==> src/hdl/efcc_pkg.sv <==
package efcc_pkg;

	// ****************************************
	// Register map
	// ****************************************
	localparam logic [15:0] DATA_LOW_ADR  = 16'ha020;
	localparam logic [15:0] DATA_HIGH_ADR = 16'ha021;
	localparam logic [15:0] ADDR_LOW_ADR  = 16'ha022;
	localparam logic [15:0] ADDR_HIGH_ADR = 16'ha023;
	localparam logic [15:0] HELPER_ADR    = 16'ha024;
	localparam logic [15:0] CMD_ADR       = 16'ha025;
	localparam logic [15:0] SCALER_ADR    = 16'ha026;
	localparam logic [15:0] PROT_BASE_ADR = 16'ha030;
	localparam logic [15:0] FETCH_CFG_ADR = 16'ha00d;
	localparam logic [15:0] RESET_CFG_ADR = 16'ha017;
	localparam int          PROT_IDX_W    = 3;

	localparam logic [7:0]  CMD_RST       = 8'h80;
	localparam logic [7:0]  SCALER_RST    = 8'h25;
	localparam logic [7:0]  BYTE_RST      = 8'h00;
	localparam logic [63:0] PROT_RST      = '1;

	// ****************************************
	// Field positions
	// ****************************************
	localparam int VFY_BIT  = 7;
	localparam int BUSY_BIT = 6;
	localparam int FAIL_BIT = 5;
	localparam int TMO_LSB  = 5;
	localparam int UEN_BIT  = 5;
	localparam int CEN_BIT  = 4;
	localparam int UFLG_BIT = 1;
	localparam int CFLG_BIT = 0;
	localparam int RSTE_BIT = 6;

	// ****************************************
	// Command codes and address limits
	// ****************************************
	localparam logic [4:0] CMD_MRD = 5'h10;
	localparam logic [4:0] CMD_MER = 5'h08;
	localparam logic [4:0] CMD_MWR = 5'h04;
	localparam logic [4:0] CMD_IRD = 5'h02;
	localparam logic [4:0] CMD_IWR = 5'h01;
	localparam logic [4:0] CMD_IER = 5'h03;

	localparam int         MAIN_TOP_BIT = 15;
	localparam int         ZONE_LSB     = 10;
	localparam int         IFB_PAGE_BIT = 9;
	localparam logic [8:0] IFB_WR_MIN   = 9'h040;

	// ****************************************
	// Timing
	// ****************************************
	localparam int PRESCALE_DIV = 256;
	localparam int TICK_W       = 14;
	localparam logic [TICK_W-1:0] WRITE_TICKS [8] = '{
		14'h0037, 14'h003c, 14'h0041, 14'h0045,
		14'h004b, 14'h0050, 14'h0055, 14'h0059};
	localparam logic [TICK_W-1:0] ERASE_TICKS [8] = '{
		14'h153b, 14'h1741, 14'h1934, 14'h1af1,
		14'h1cf0, 14'h1ee2, 14'h20d4, 14'h22b9};

	// ****************************************
	// Types
	// ****************************************
	typedef enum logic [1:0] {
		OP_READ  = 2'h0,
		OP_WRITE = 2'h1,
		OP_ERASE = 2'h2
	} efcc_op_e;

	typedef struct packed {
		logic        req;
		efcc_op_e    op;
		logic        infoBlock;
		logic [15:0] addr;
		logic [15:0] wdata;
	} efcc_flash_req_s;

	typedef struct packed {
		logic        done;
		logic [15:0] rdata;
	} efcc_flash_rsp_s;

	typedef struct packed {
		logic [7:0] data;
		logic       corr;
		logic       uncorr;
	} efcc_dec_s;

	// ****************************************
	// Nibble check code
	// ****************************************
	function automatic logic [3:0] efccCheckNibble(input logic [3:0] d);
		logic p1;
		logic p2;
		logic p3;
		p1 = d[0] ^ d[1] ^ d[3];
		p2 = d[0] ^ d[2] ^ d[3];
		p3 = d[1] ^ d[2] ^ d[3];
		return {^{d, p1, p2, p3}, p3, p2, p1};
	endfunction

	function automatic logic [7:0] efccCheckByte(input logic [7:0] d);
		return {efccCheckNibble(d[7:4]), efccCheckNibble(d[3:0])};
	endfunction

	// Data nibble i is guarded by check nibble i of the high byte.
	function automatic efcc_dec_s efccDecode(input logic [15:0] w);
		efcc_dec_s  r;
		logic [3:0] d;
		logic [3:0] s;
		r = '0;
		for (int i = 0; i < 2; i++) begin
			d = w[i*4 +: 4];
			s = efccCheckNibble(d) ^ w[8+i*4 +: 4];
			if (^{d, w[8+i*4 +: 4]}) begin
				r.corr = 1'b1;
				case (s[2:0])
					3'h3: d[0] = ~d[0];
					3'h5: d[1] = ~d[1];
					3'h6: d[2] = ~d[2];
					3'h7: d[3] = ~d[3];
					default: d = d;
				endcase
			end else if (s[2:0] != 3'h0) begin
				r.uncorr = 1'b1;
			end
			r.data[i*4 +: 4] = d;
		end
		return r;
	endfunction

endpackage

==> src/hdl/efcc_controller.sv <==
`timescale 1ns/1ps
module efcc_controller import efcc_pkg::*; #(
	parameter int PRESCALE = PRESCALE_DIV
) (
	// Clock and reset
	input  wire logic        core_clk,
	input  wire logic        sys_rst,
	// Register port
	input  wire logic [15:0] xfrAddr,
	input  wire logic        xfrWrite,
	input  wire logic        xfrRead,
	input  wire logic [7:0]  xfrWdata,
	output logic      [7:0]  xfrRdata,
	// Flash array
	output efcc_flash_req_s  flashReq,
	input  efcc_flash_rsp_s  flashRsp,
	// CPU and fetch path
	input  wire logic        fetchEccCorr,
	input  wire logic        fetchEccUncorr,
	output logic             cpuHold,
	output logic             eccIrq,
	output logic             eccResetReq
);

	typedef enum logic [2:0] {
		ST_IDLE   = 3'b001,
		ST_RUN    = 3'b010,
		ST_VERIFY = 3'b100
	} efcc_state_e;

	efcc_state_e       state_q;
	efcc_state_e       state_d;
	efcc_flash_req_s   req_q;
	efcc_flash_req_s   req_d;
	logic              busy_q;
	logic              busy_d;
	logic              fail_q;
	logic              fail_d;
	logic              verify_q;
	logic              verify_d;
	logic [4:0]        cmd_q;
	logic [4:0]        cmd_d;
	logic [2:0]        tmo_q;
	logic [2:0]        tmo_d;
	logic [7:0]        dataLow_q;
	logic [7:0]        dataLow_d;
	logic [7:0]        dataHigh_q;
	logic [7:0]        dataHigh_d;
	logic [TICK_W-1:0] tickCnt_q;
	logic [TICK_W-1:0] tickCnt_d;
	logic [7:0]        addrLow_q;
	logic [7:0]        addrLow_d;
	logic [7:0]        addrHigh_q;
	logic [7:0]        addrHigh_d;
	logic [7:0]        helper_q;
	logic [7:0]        helper_d;
	logic [7:0]        scaler_q;
	logic [7:0]        scaler_d;
	logic [63:0]       zoneProt_q;
	logic [63:0]       zoneProt_d;
	logic              corrEn_q;
	logic              corrEn_d;
	logic              uncEn_q;
	logic              uncEn_d;
	logic              corrFlag_q;
	logic              corrFlag_d;
	logic              uncFlag_q;
	logic              uncFlag_d;
	logic              rstEn_q;
	logic              rstEn_d;
	logic              irq_q;
	logic              irq_d;
	logic              rstReq_q;
	logic              rstReq_d;
	logic [7:0]        rdata_q;
	logic [7:0]        rdata_d;
	logic              tick;
	logic              cmdWrite;
	logic [4:0]        wcmd;
	logic              cmdLegal;
	efcc_op_e          cmdOp;
	logic [15:0]       addr;
	logic              mainRange;
	logic              ifbRange;
	logic              zoneOpen;
	logic [TICK_W-1:0] tickLimit;
	logic              timedOut;
	efcc_dec_s         dec;
	logic              readCorr;
	logic              readUncorr;

	assign xfrRdata    = rdata_q;
	assign flashReq    = req_q;
	assign cpuHold     = busy_q;
	assign eccIrq      = irq_q;
	assign eccResetReq = rstReq_q;

	efcc_timebase #(
		.PRESCALE (PRESCALE)
	) u_timebase (
		.core_clk (core_clk),
		.sys_rst  (sys_rst),
		.run      (busy_q),
		.scaler   (scaler_q),
		.tick     (tick)
	);

	// ****************************************
	// Command decode
	// ****************************************
	assign addr      = {addrHigh_q, addrLow_q};
	assign cmdWrite  = xfrWrite && (xfrAddr == CMD_ADR);
	assign wcmd      = xfrWdata[4:0];
	assign mainRange = !addr[MAIN_TOP_BIT];
	assign ifbRange  = (addr[15:ZONE_LSB] == '0);
	assign zoneOpen  = zoneProt_q[addr[15:ZONE_LSB]];
	assign dec       = efccDecode(flashRsp.rdata);

	always_comb begin
		cmdLegal = 1'b0;
		cmdOp    = OP_ERASE;
		case (wcmd)
			CMD_MRD: begin
				cmdLegal = mainRange;
				cmdOp    = OP_READ;
			end
			CMD_MWR: begin
				cmdLegal = mainRange && zoneOpen;
				cmdOp    = OP_WRITE;
			end
			CMD_MER: cmdLegal = mainRange && zoneOpen;
			CMD_IRD: begin
				cmdLegal = ifbRange;
				cmdOp    = OP_READ;
			end
			CMD_IWR: begin
				cmdLegal = ifbRange && (addr[IFB_PAGE_BIT]
					|| addr[8:0] >= IFB_WR_MIN);
				cmdOp    = OP_WRITE;
			end
			CMD_IER: cmdLegal = ifbRange && addr[IFB_PAGE_BIT];
			default: cmdLegal = 1'b0;
		endcase
	end

	// The read-back of a write runs against the write count.
	assign tickLimit = (req_q.op == OP_ERASE) ? ERASE_TICKS[tmo_q]
		: WRITE_TICKS[tmo_q];
	assign timedOut  = tick && (tickCnt_q == tickLimit - 14'h0001);

	// ****************************************
	// Sequencer
	// ****************************************
	always_comb begin
		state_d    = state_q;
		req_d      = req_q;
		req_d.req  = 1'b0;
		busy_d     = busy_q;
		fail_d     = fail_q;
		verify_d   = verify_q;
		cmd_d      = cmd_q;
		tmo_d      = tmo_q;
		dataLow_d  = dataLow_q;
		dataHigh_d = dataHigh_q;
		tickCnt_d  = tickCnt_q;
		readCorr   = 1'b0;
		readUncorr = 1'b0;
		case (state_q)
			ST_IDLE: begin
				if (xfrWrite && xfrAddr == DATA_LOW_ADR) begin
					dataLow_d = xfrWdata;
				end
				if (xfrWrite && xfrAddr == DATA_HIGH_ADR) begin
					dataHigh_d = xfrWdata;
				end
				if (cmdWrite) begin
					cmd_d     = wcmd;
					tmo_d     = xfrWdata[7:TMO_LSB];
					verify_d  = 1'b1;
					fail_d    = !cmdLegal;
					tickCnt_d = '0;
					if (cmdLegal) begin
						busy_d          = 1'b1;
						req_d.req       = 1'b1;
						req_d.op        = cmdOp;
						req_d.infoBlock = (wcmd[4:2] == 3'h0);
						req_d.addr      = addr;
						req_d.wdata     = {dataHigh_q, dataLow_q};
						state_d         = ST_RUN;
					end
				end
			end
			ST_RUN, ST_VERIFY: begin
				if (tick) begin
					tickCnt_d = tickCnt_q + 14'h0001;
				end
				if (timedOut) begin
					fail_d  = 1'b1;
					busy_d  = 1'b0;
					state_d = ST_IDLE;
				end else if (flashRsp.done && state_q == ST_VERIFY) begin
					if (flashRsp.rdata != req_q.wdata) begin
						verify_d = 1'b0;
					end
					busy_d  = 1'b0;
					state_d = ST_IDLE;
				end else if (flashRsp.done && req_q.op == OP_WRITE) begin
					req_d.req = 1'b1;
					req_d.op  = OP_READ;
					state_d   = ST_VERIFY;
				end else if (flashRsp.done) begin
					if (req_q.op == OP_READ) begin
						dataHigh_d = flashRsp.rdata[15:8];
						dataLow_d  = dec.data;
						readCorr   = dec.corr;
						readUncorr = dec.uncorr;
						fail_d     = dec.corr || dec.uncorr;
					end
					busy_d  = 1'b0;
					state_d = ST_IDLE;
				end
			end
			default: begin
				busy_d  = 1'b0;
				state_d = ST_IDLE;
			end
		endcase
	end

	always_ff @(posedge core_clk) begin
		if (sys_rst) begin
			state_q    <= ST_IDLE;
			req_q      <= '0;
			busy_q     <= CMD_RST[BUSY_BIT];
			fail_q     <= CMD_RST[FAIL_BIT];
			verify_q   <= CMD_RST[VFY_BIT];
			cmd_q      <= CMD_RST[4:0];
			tmo_q      <= CMD_RST[7:TMO_LSB];
			dataLow_q  <= BYTE_RST;
			dataHigh_q <= BYTE_RST;
			tickCnt_q  <= '0;
		end else begin
			state_q    <= state_d;
			req_q      <= req_d;
			busy_q     <= busy_d;
			fail_q     <= fail_d;
			verify_q   <= verify_d;
			cmd_q      <= cmd_d;
			tmo_q      <= tmo_d;
			dataLow_q  <= dataLow_d;
			dataHigh_q <= dataHigh_d;
			tickCnt_q  <= tickCnt_d;
		end
	end

	// ****************************************
	// Configuration and read data
	// ****************************************
	always_comb begin
		addrLow_d  = addrLow_q;
		addrHigh_d = addrHigh_q;
		helper_d   = helper_q;
		scaler_d   = scaler_q;
		zoneProt_d = zoneProt_q;
		corrEn_d   = corrEn_q;
		uncEn_d    = uncEn_q;
		corrFlag_d = corrFlag_q;
		uncFlag_d  = uncFlag_q;
		rstEn_d    = rstEn_q;
		rdata_d    = rdata_q;
		if (xfrWrite) begin
			case (xfrAddr)
				ADDR_LOW_ADR:  addrLow_d = xfrWdata;
				ADDR_HIGH_ADR: addrHigh_d = xfrWdata;
				HELPER_ADR:    helper_d = xfrWdata;
				SCALER_ADR:    scaler_d = xfrWdata;
				RESET_CFG_ADR: rstEn_d = xfrWdata[RSTE_BIT];
				FETCH_CFG_ADR: begin
					corrEn_d   = xfrWdata[CEN_BIT];
					uncEn_d    = xfrWdata[UEN_BIT];
					corrFlag_d = corrFlag_q && xfrWdata[CFLG_BIT];
					uncFlag_d  = uncFlag_q && xfrWdata[UFLG_BIT];
				end
				default: begin
					if (xfrAddr[15:PROT_IDX_W] ==
						PROT_BASE_ADR[15:PROT_IDX_W]) begin
						zoneProt_d[xfrAddr[PROT_IDX_W-1:0]*8 +: 8] =
							zoneProt_q[xfrAddr[PROT_IDX_W-1:0]*8 +: 8]
							& xfrWdata;
					end
				end
			endcase
		end
		// A new error wins over a clear in the same cycle.
		corrFlag_d = corrFlag_d || fetchEccCorr || readCorr;
		uncFlag_d  = uncFlag_d || fetchEccUncorr || readUncorr;
		irq_d      = (corrFlag_q && corrEn_q) || (uncFlag_q && uncEn_q);
		rstReq_d   = fetchEccUncorr && rstEn_q;
		if (xfrRead) begin
			case (xfrAddr)
				DATA_LOW_ADR:  rdata_d = dataLow_q;
				DATA_HIGH_ADR: rdata_d = dataHigh_q;
				ADDR_LOW_ADR:  rdata_d = addrLow_q;
				ADDR_HIGH_ADR: rdata_d = addrHigh_q;
				HELPER_ADR:    rdata_d = efccCheckByte(helper_q);
				CMD_ADR:       rdata_d = {verify_q, busy_q, fail_q, cmd_q};
				SCALER_ADR:    rdata_d = scaler_q;
				FETCH_CFG_ADR: rdata_d = {2'h0, uncEn_q, corrEn_q, 2'h0,
					uncFlag_q, corrFlag_q};
				default: begin
					rdata_d = BYTE_RST;
					if (xfrAddr[15:PROT_IDX_W] ==
						PROT_BASE_ADR[15:PROT_IDX_W]) begin
						rdata_d = zoneProt_q[xfrAddr[PROT_IDX_W-1:0]*8 +: 8];
					end
				end
			endcase
		end
	end

	always_ff @(posedge core_clk) begin
		if (sys_rst) begin
			addrLow_q  <= BYTE_RST;
			addrHigh_q <= BYTE_RST;
			helper_q   <= BYTE_RST;
			scaler_q   <= SCALER_RST;
			zoneProt_q <= PROT_RST;
			corrEn_q   <= 1'b0;
			uncEn_q    <= 1'b0;
			corrFlag_q <= 1'b0;
			uncFlag_q  <= 1'b0;
			rstEn_q    <= 1'b0;
			irq_q      <= 1'b0;
			rstReq_q   <= 1'b0;
			rdata_q    <= BYTE_RST;
		end else begin
			addrLow_q  <= addrLow_d;
			addrHigh_q <= addrHigh_d;
			helper_q   <= helper_d;
			scaler_q   <= scaler_d;
			zoneProt_q <= zoneProt_d;
			corrEn_q   <= corrEn_d;
			uncEn_q    <= uncEn_d;
			corrFlag_q <= corrFlag_d;
			uncFlag_q  <= uncFlag_d;
			rstEn_q    <= rstEn_d;
			irq_q      <= irq_d;
			rstReq_q   <= rstReq_d;
			rdata_q    <= rdata_d;
		end
	end
endmodule

==> src/hdl/efcc_timebase.sv <==
`timescale 1ns/1ps
module efcc_timebase import efcc_pkg::*; #(
	parameter int PRESCALE = PRESCALE_DIV
) (
	// Clock and reset
	input  wire logic       core_clk,
	input  wire logic       sys_rst,
	// Control
	input  wire logic       run,
	input  wire logic [7:0] scaler,
	// Programming time base
	output logic            tick
);

	localparam int PW = $clog2(PRESCALE);

	logic [PW-1:0] preCnt_q;
	logic [PW-1:0] preCnt_d;
	logic [7:0]    scaleCnt_q;
	logic [7:0]    scaleCnt_d;
	logic          tick_d;

	// Restarting on every command keeps the first period whole.
	always_comb begin
		preCnt_d   = preCnt_q;
		scaleCnt_d = scaleCnt_q;
		tick_d     = 1'b0;
		if (!run) begin
			preCnt_d   = '0;
			scaleCnt_d = 8'h00;
		end else if (preCnt_q == PW'(PRESCALE - 1)) begin
			preCnt_d = '0;
			if (scaleCnt_q == scaler) begin
				scaleCnt_d = 8'h00;
				tick_d     = 1'b1;
			end else begin
				scaleCnt_d = scaleCnt_q + 8'h01;
			end
		end else begin
			preCnt_d = preCnt_q + PW'(1);
		end
	end

	always_ff @(posedge core_clk) begin
		if (sys_rst) begin
			preCnt_q   <= '0;
			scaleCnt_q <= 8'h00;
			tick       <= 1'b0;
		end else begin
			preCnt_q   <= preCnt_d;
			scaleCnt_q <= scaleCnt_d;
			tick       <= tick_d;
		end
	end

endmodule

==> config.mk <==
export PLATFORM = sky130hd
export DESIGN_NAME = efcc_controller
export DESIGN_NICKNAME = d
export VERILOG_FILES = /design/src/hdl/efcc_pkg.sv /design/src/hdl/efcc_controller.sv /design/src/hdl/efcc_timebase.sv
export SDC_FILE = /design/constraint.sdc
export NUM_CORES = 1
export LEC_CHECK = 0
export ABC_CLOCK_PERIOD_IN_PS = 3850
export BUFFER_PORTS_ARGS = -buffer_cell sky130_fd_sc_hd__buf_2
export CAP_MARGIN = 25
export CORE_ASPECT_RATIO = 1.75
export CORE_UTILIZATION = 45
export DETAILED_ROUTE_END_ITERATION = 16
export PLACE_DENSITY_LB_ADDON = 0.08
export SETUP_SLACK_MARGIN = 0.1
export SLEW_MARGIN = 20
export SYNTH_ARGS = -nofsm -noshare
export SYNTH_HDL_FRONTEND = slang
export SYNTH_SLANG_ARGS = --single-unit
export TNS_END_PERCENT = 10
==> constraint.sdc <==
create_clock -name core_clk -period 3.85 [get_ports core_clk]
set_input_delay 0.9625 -clock core_clk [delete_from_list [all_inputs] [get_ports core_clk]]
set_output_delay 0.9625 -clock core_clk [all_outputs]
set_load 0.005 [all_outputs]
==> qor.csv <==
metric;value;unit
overflow;0;
fp.dieW;122;microns
synth_area;0.0114;sq mm
antenna_found_initial;0;
syn-num-nets;1410;
worst_setup_path_start_kind;flop;
port_buffers;93;
status;finished, final reports clean;
rsz0062_at_grt;yes;
grt_use_total;27.1;%
gp_congestion;0.906;
seq_area;0.00416;sq mm
cp-end-kind;flop;
dp_hpwl;26300;microns
r2r-end;dataLow_q[2];
nets;1465;
rows;76;
ctsLongestPathBuffers;3;
drt_wl_total;34900;microns
drv_cap;0;
synth-async-reset-ratio;0;%
htree_num_levels;1;
r2r_cells;12;
synth_area_leaders;dfxtp_1, nand2_1, mux2i_1;
ios;94;
root_buffer;clkbuf_16;
cts_setup_buffers;0;
die_y;213;microns
synth_top_area_cell;dfxtp_1;
r2r_start;tmo_q[0];
vias;9926;
min_from;cmd_q[4];
synth_edf_count;0;
area_growth;12.4;%
yosys_warnings;0;
core-area;0.0247;sq mm
min_path_type;flop to flop;
synth-main-ff-cell;dfxtp_1;
wl_per_cell;20.3;microns
tightest_slew;0.713;ns
multiInputGateArea;0.00678;sq mm
drc_errors;0;
ys_seq_area_share;36.5;%
crit_type;flop to flop;
path_max_fanout;5;
drt_first_pass_iters;7;
cts_buffers;22;
hold_viol;0;
worstSkewPairLatency;0.52;ns
diodes;0;
r2r_slack;0.31;ns
design_area;0.0128;sq mm
finalWorstSetupSlack;0.314;ns
setup_viol;0;
placed_cell_area;0.0122;sq mm
power_density;354;mW/mm^2
netlist_instances;1342;
worstPathRequired;4.28;ns
clk_pin_slew;0.06;ns
hold_path_end;cmd_q[4];
synth_cell_types;74;
grt_max_degree;66;
via_per_inst;5.77;
p_leak;5.06;nW
drive_gt1_share;15.0;%
fill_cells;2387;
holdPathStages;2;
arrival;3.97;ns
ys_ff_latch;208;
fp.dieArea;0.0260;sq mm
final.setup.tns;0;ns
clock_skew;0.0172;ns
timing.slew.headroom;52.0;%
fin_crit_sh;91.8;%
cts_hold_buf;0;
post-place-ws;0.223;ns
ant_nets;0;
cts_tree;done;
drv_slew;0;
start_util;46.2;%
cts.sinks;208;
grt_pass1_vias;9673;
grt_first_pass_wirelength;53600;microns
vdd_drop_max;397;uV
synth.top_cell.area_share;36.5;%
detail_route.iter0.violations;513;
fmax;283;MHz
fin_crit;3.54;ns
avgSynthCellArea;8.50;sq um
-- per-stage QoR --
step	cells	utilization (%)	hold slack [ns]	power, mW
after global routing	1721	51.9	0.464	4.69
after detailed placement	1685	49.2	0.443	2.57
final	1721	51.9	0.452	4.55
after floorplan	1342	-	0.430	2.44
after global placement	1685	49.2	0.439	2.57
after CTS	1721	51.9	0.452	4.59
-- kinds of logic after synthesis --
kind of cell               synth area share [%]
and+or+nand+nor                            22.1
AOI/OAI and AO/OA                          13.2
DFF                                        36.5
muxes                                      13.7
buffers and inverters                      4.17
xor gates and xnor gates                   8.12
adders and majority gates                  2.30
-- worst max-delay path by stage --
stage | startpoint | to | slack [ns] | depth (start not counted)
floorplan | tmo_q[1] | dataHigh_q[0] | 0.18 | 12
global placement | tmo_q[0] | dataHigh_q[2] | 0.28 | 11
detailed placement | tmo_q[0] | dataHigh_q[1] | 0.22 | 11
CTS | tmo_q[0] | dataHigh_q[1] | 0.20 | 11
global route | tmo_q[0] | dataLow_q[2] | 0.04 | 12
finish | tmo_q[0] | dataLow_q[2] | 0.31 | 12
-- registers in the layout, indices dropped and copies added (netlist names), 5 cells and up --
register	cells
u_timebase.preCnt_q	8
dataHigh_q	8
flashReq	36
helper_q	8
addrLow_q	8
cmd_q	5
addrHigh_q	8
xfrRdata	8
zoneProt_q	64
dataLow_q	8
scaler_q	8
u_timebase.scaleCnt_q	8
tickCnt_q	14
-- worst max-delay path, cell delays in order (launching register included) --
cell and delay (ns):
dfxtp_1 0.40, inv_1 0.12, ha_1 0.29, inv_1 0.04
mux4_2 0.50, nor3b_2 0.35, nand4_1 0.24, nor3_1 0.31
nor3_2 0.10, nor4b_4 0.30, o21a_1 0.39, buf_4 0.22
mux2i_1 0.20
-- synth_stat cells (4+ instances only) --
library cell / n
nor2_1: 142
nor4_1: 11
nor2b_1: 25
buf_2: 5
a311oi_1: 6
a311o_1: 7
a21oi_1: 52
mux2_2: 4
dfxtp_1: 208
o21ai_0: 41
ha_1: 21
or3_1: 6
a222oi_1: 4
nor3_1: 22
nand2_1: 226
inv_1: 14
o31ai_1: 4
xor2_1: 46
xnor2_1: 58
mux4_2: 25
nand2b_1: 10
o2bb2ai_1: 4
buf_1: 7
a211o_1: 4
or4_1: 4
o211ai_1: 32
a221oi_1: 13
mux2_4: 10
nand4_1: 14
clkbuf_1: 83
and3_1: 9
a21o_1: 6
mux2i_1: 79
nand3_1: 47
and2_1: 10
a31oi_1: 8
a22oi_1: 8
-- report_power, final --
group | leakage [nW] | internal [mW] | switching, mW | total, mW
clock network | 0.322 | 1.15 | 0.880 | 2.03
logic | 3.06 | 0.115 | 0.244 | 0.359
registers | 1.68 | 2.16 | 0.00477 | 2.16
total | 5.06 | 3.42 | 1.13 | 4.55
-- placed cells by master, fill, tap and decap left out, types with 9 or more instances in the layout --
cell and count:
nand3_1 47, clkbuf_16 23, a221oi_1 13, dfxtp_1 208
and2_1 9, nand2b_1 10, buf_4 37, nand4_1 14
mux2_4 10, o21ai_0 41, nor2b_1 25, and3_1 9
nand2_1 226, mux2i_1 79, o211ai_1 32, ha_1 21
mux4_2 25, xnor2_1 58, inv_1 14, nor4_1 11
buf_2 92, xor2_1 46, a21oi_1 52, nor2_1 142
nor3_1 22
-- layer usage --
layer  track usage (%)  part of all wire (%)
met2              51.6                    54
met1              28.8                    37
met4              13.5                   4.8
met5                 0                     0
met3              2.67                   3.8
-- area by class of cell --
cell class | count | area share (%)
clock inverters | 2 | 0.0780
inverters | 18 | 0.526
clock buffers | 34 | 5.04
multi-input cells | 1016 | 52.8
flip-flops and latches | 208 | 32.4
well taps | 312 | 3.04
repair buffers | 131 | 6.06
-- repair_timing --
action	CTS	global route
endpoints found under the setup margin	0	12
hold endpoints to repair	0	0
resized for setup	0	1
(Power assumes the default switching activity.)
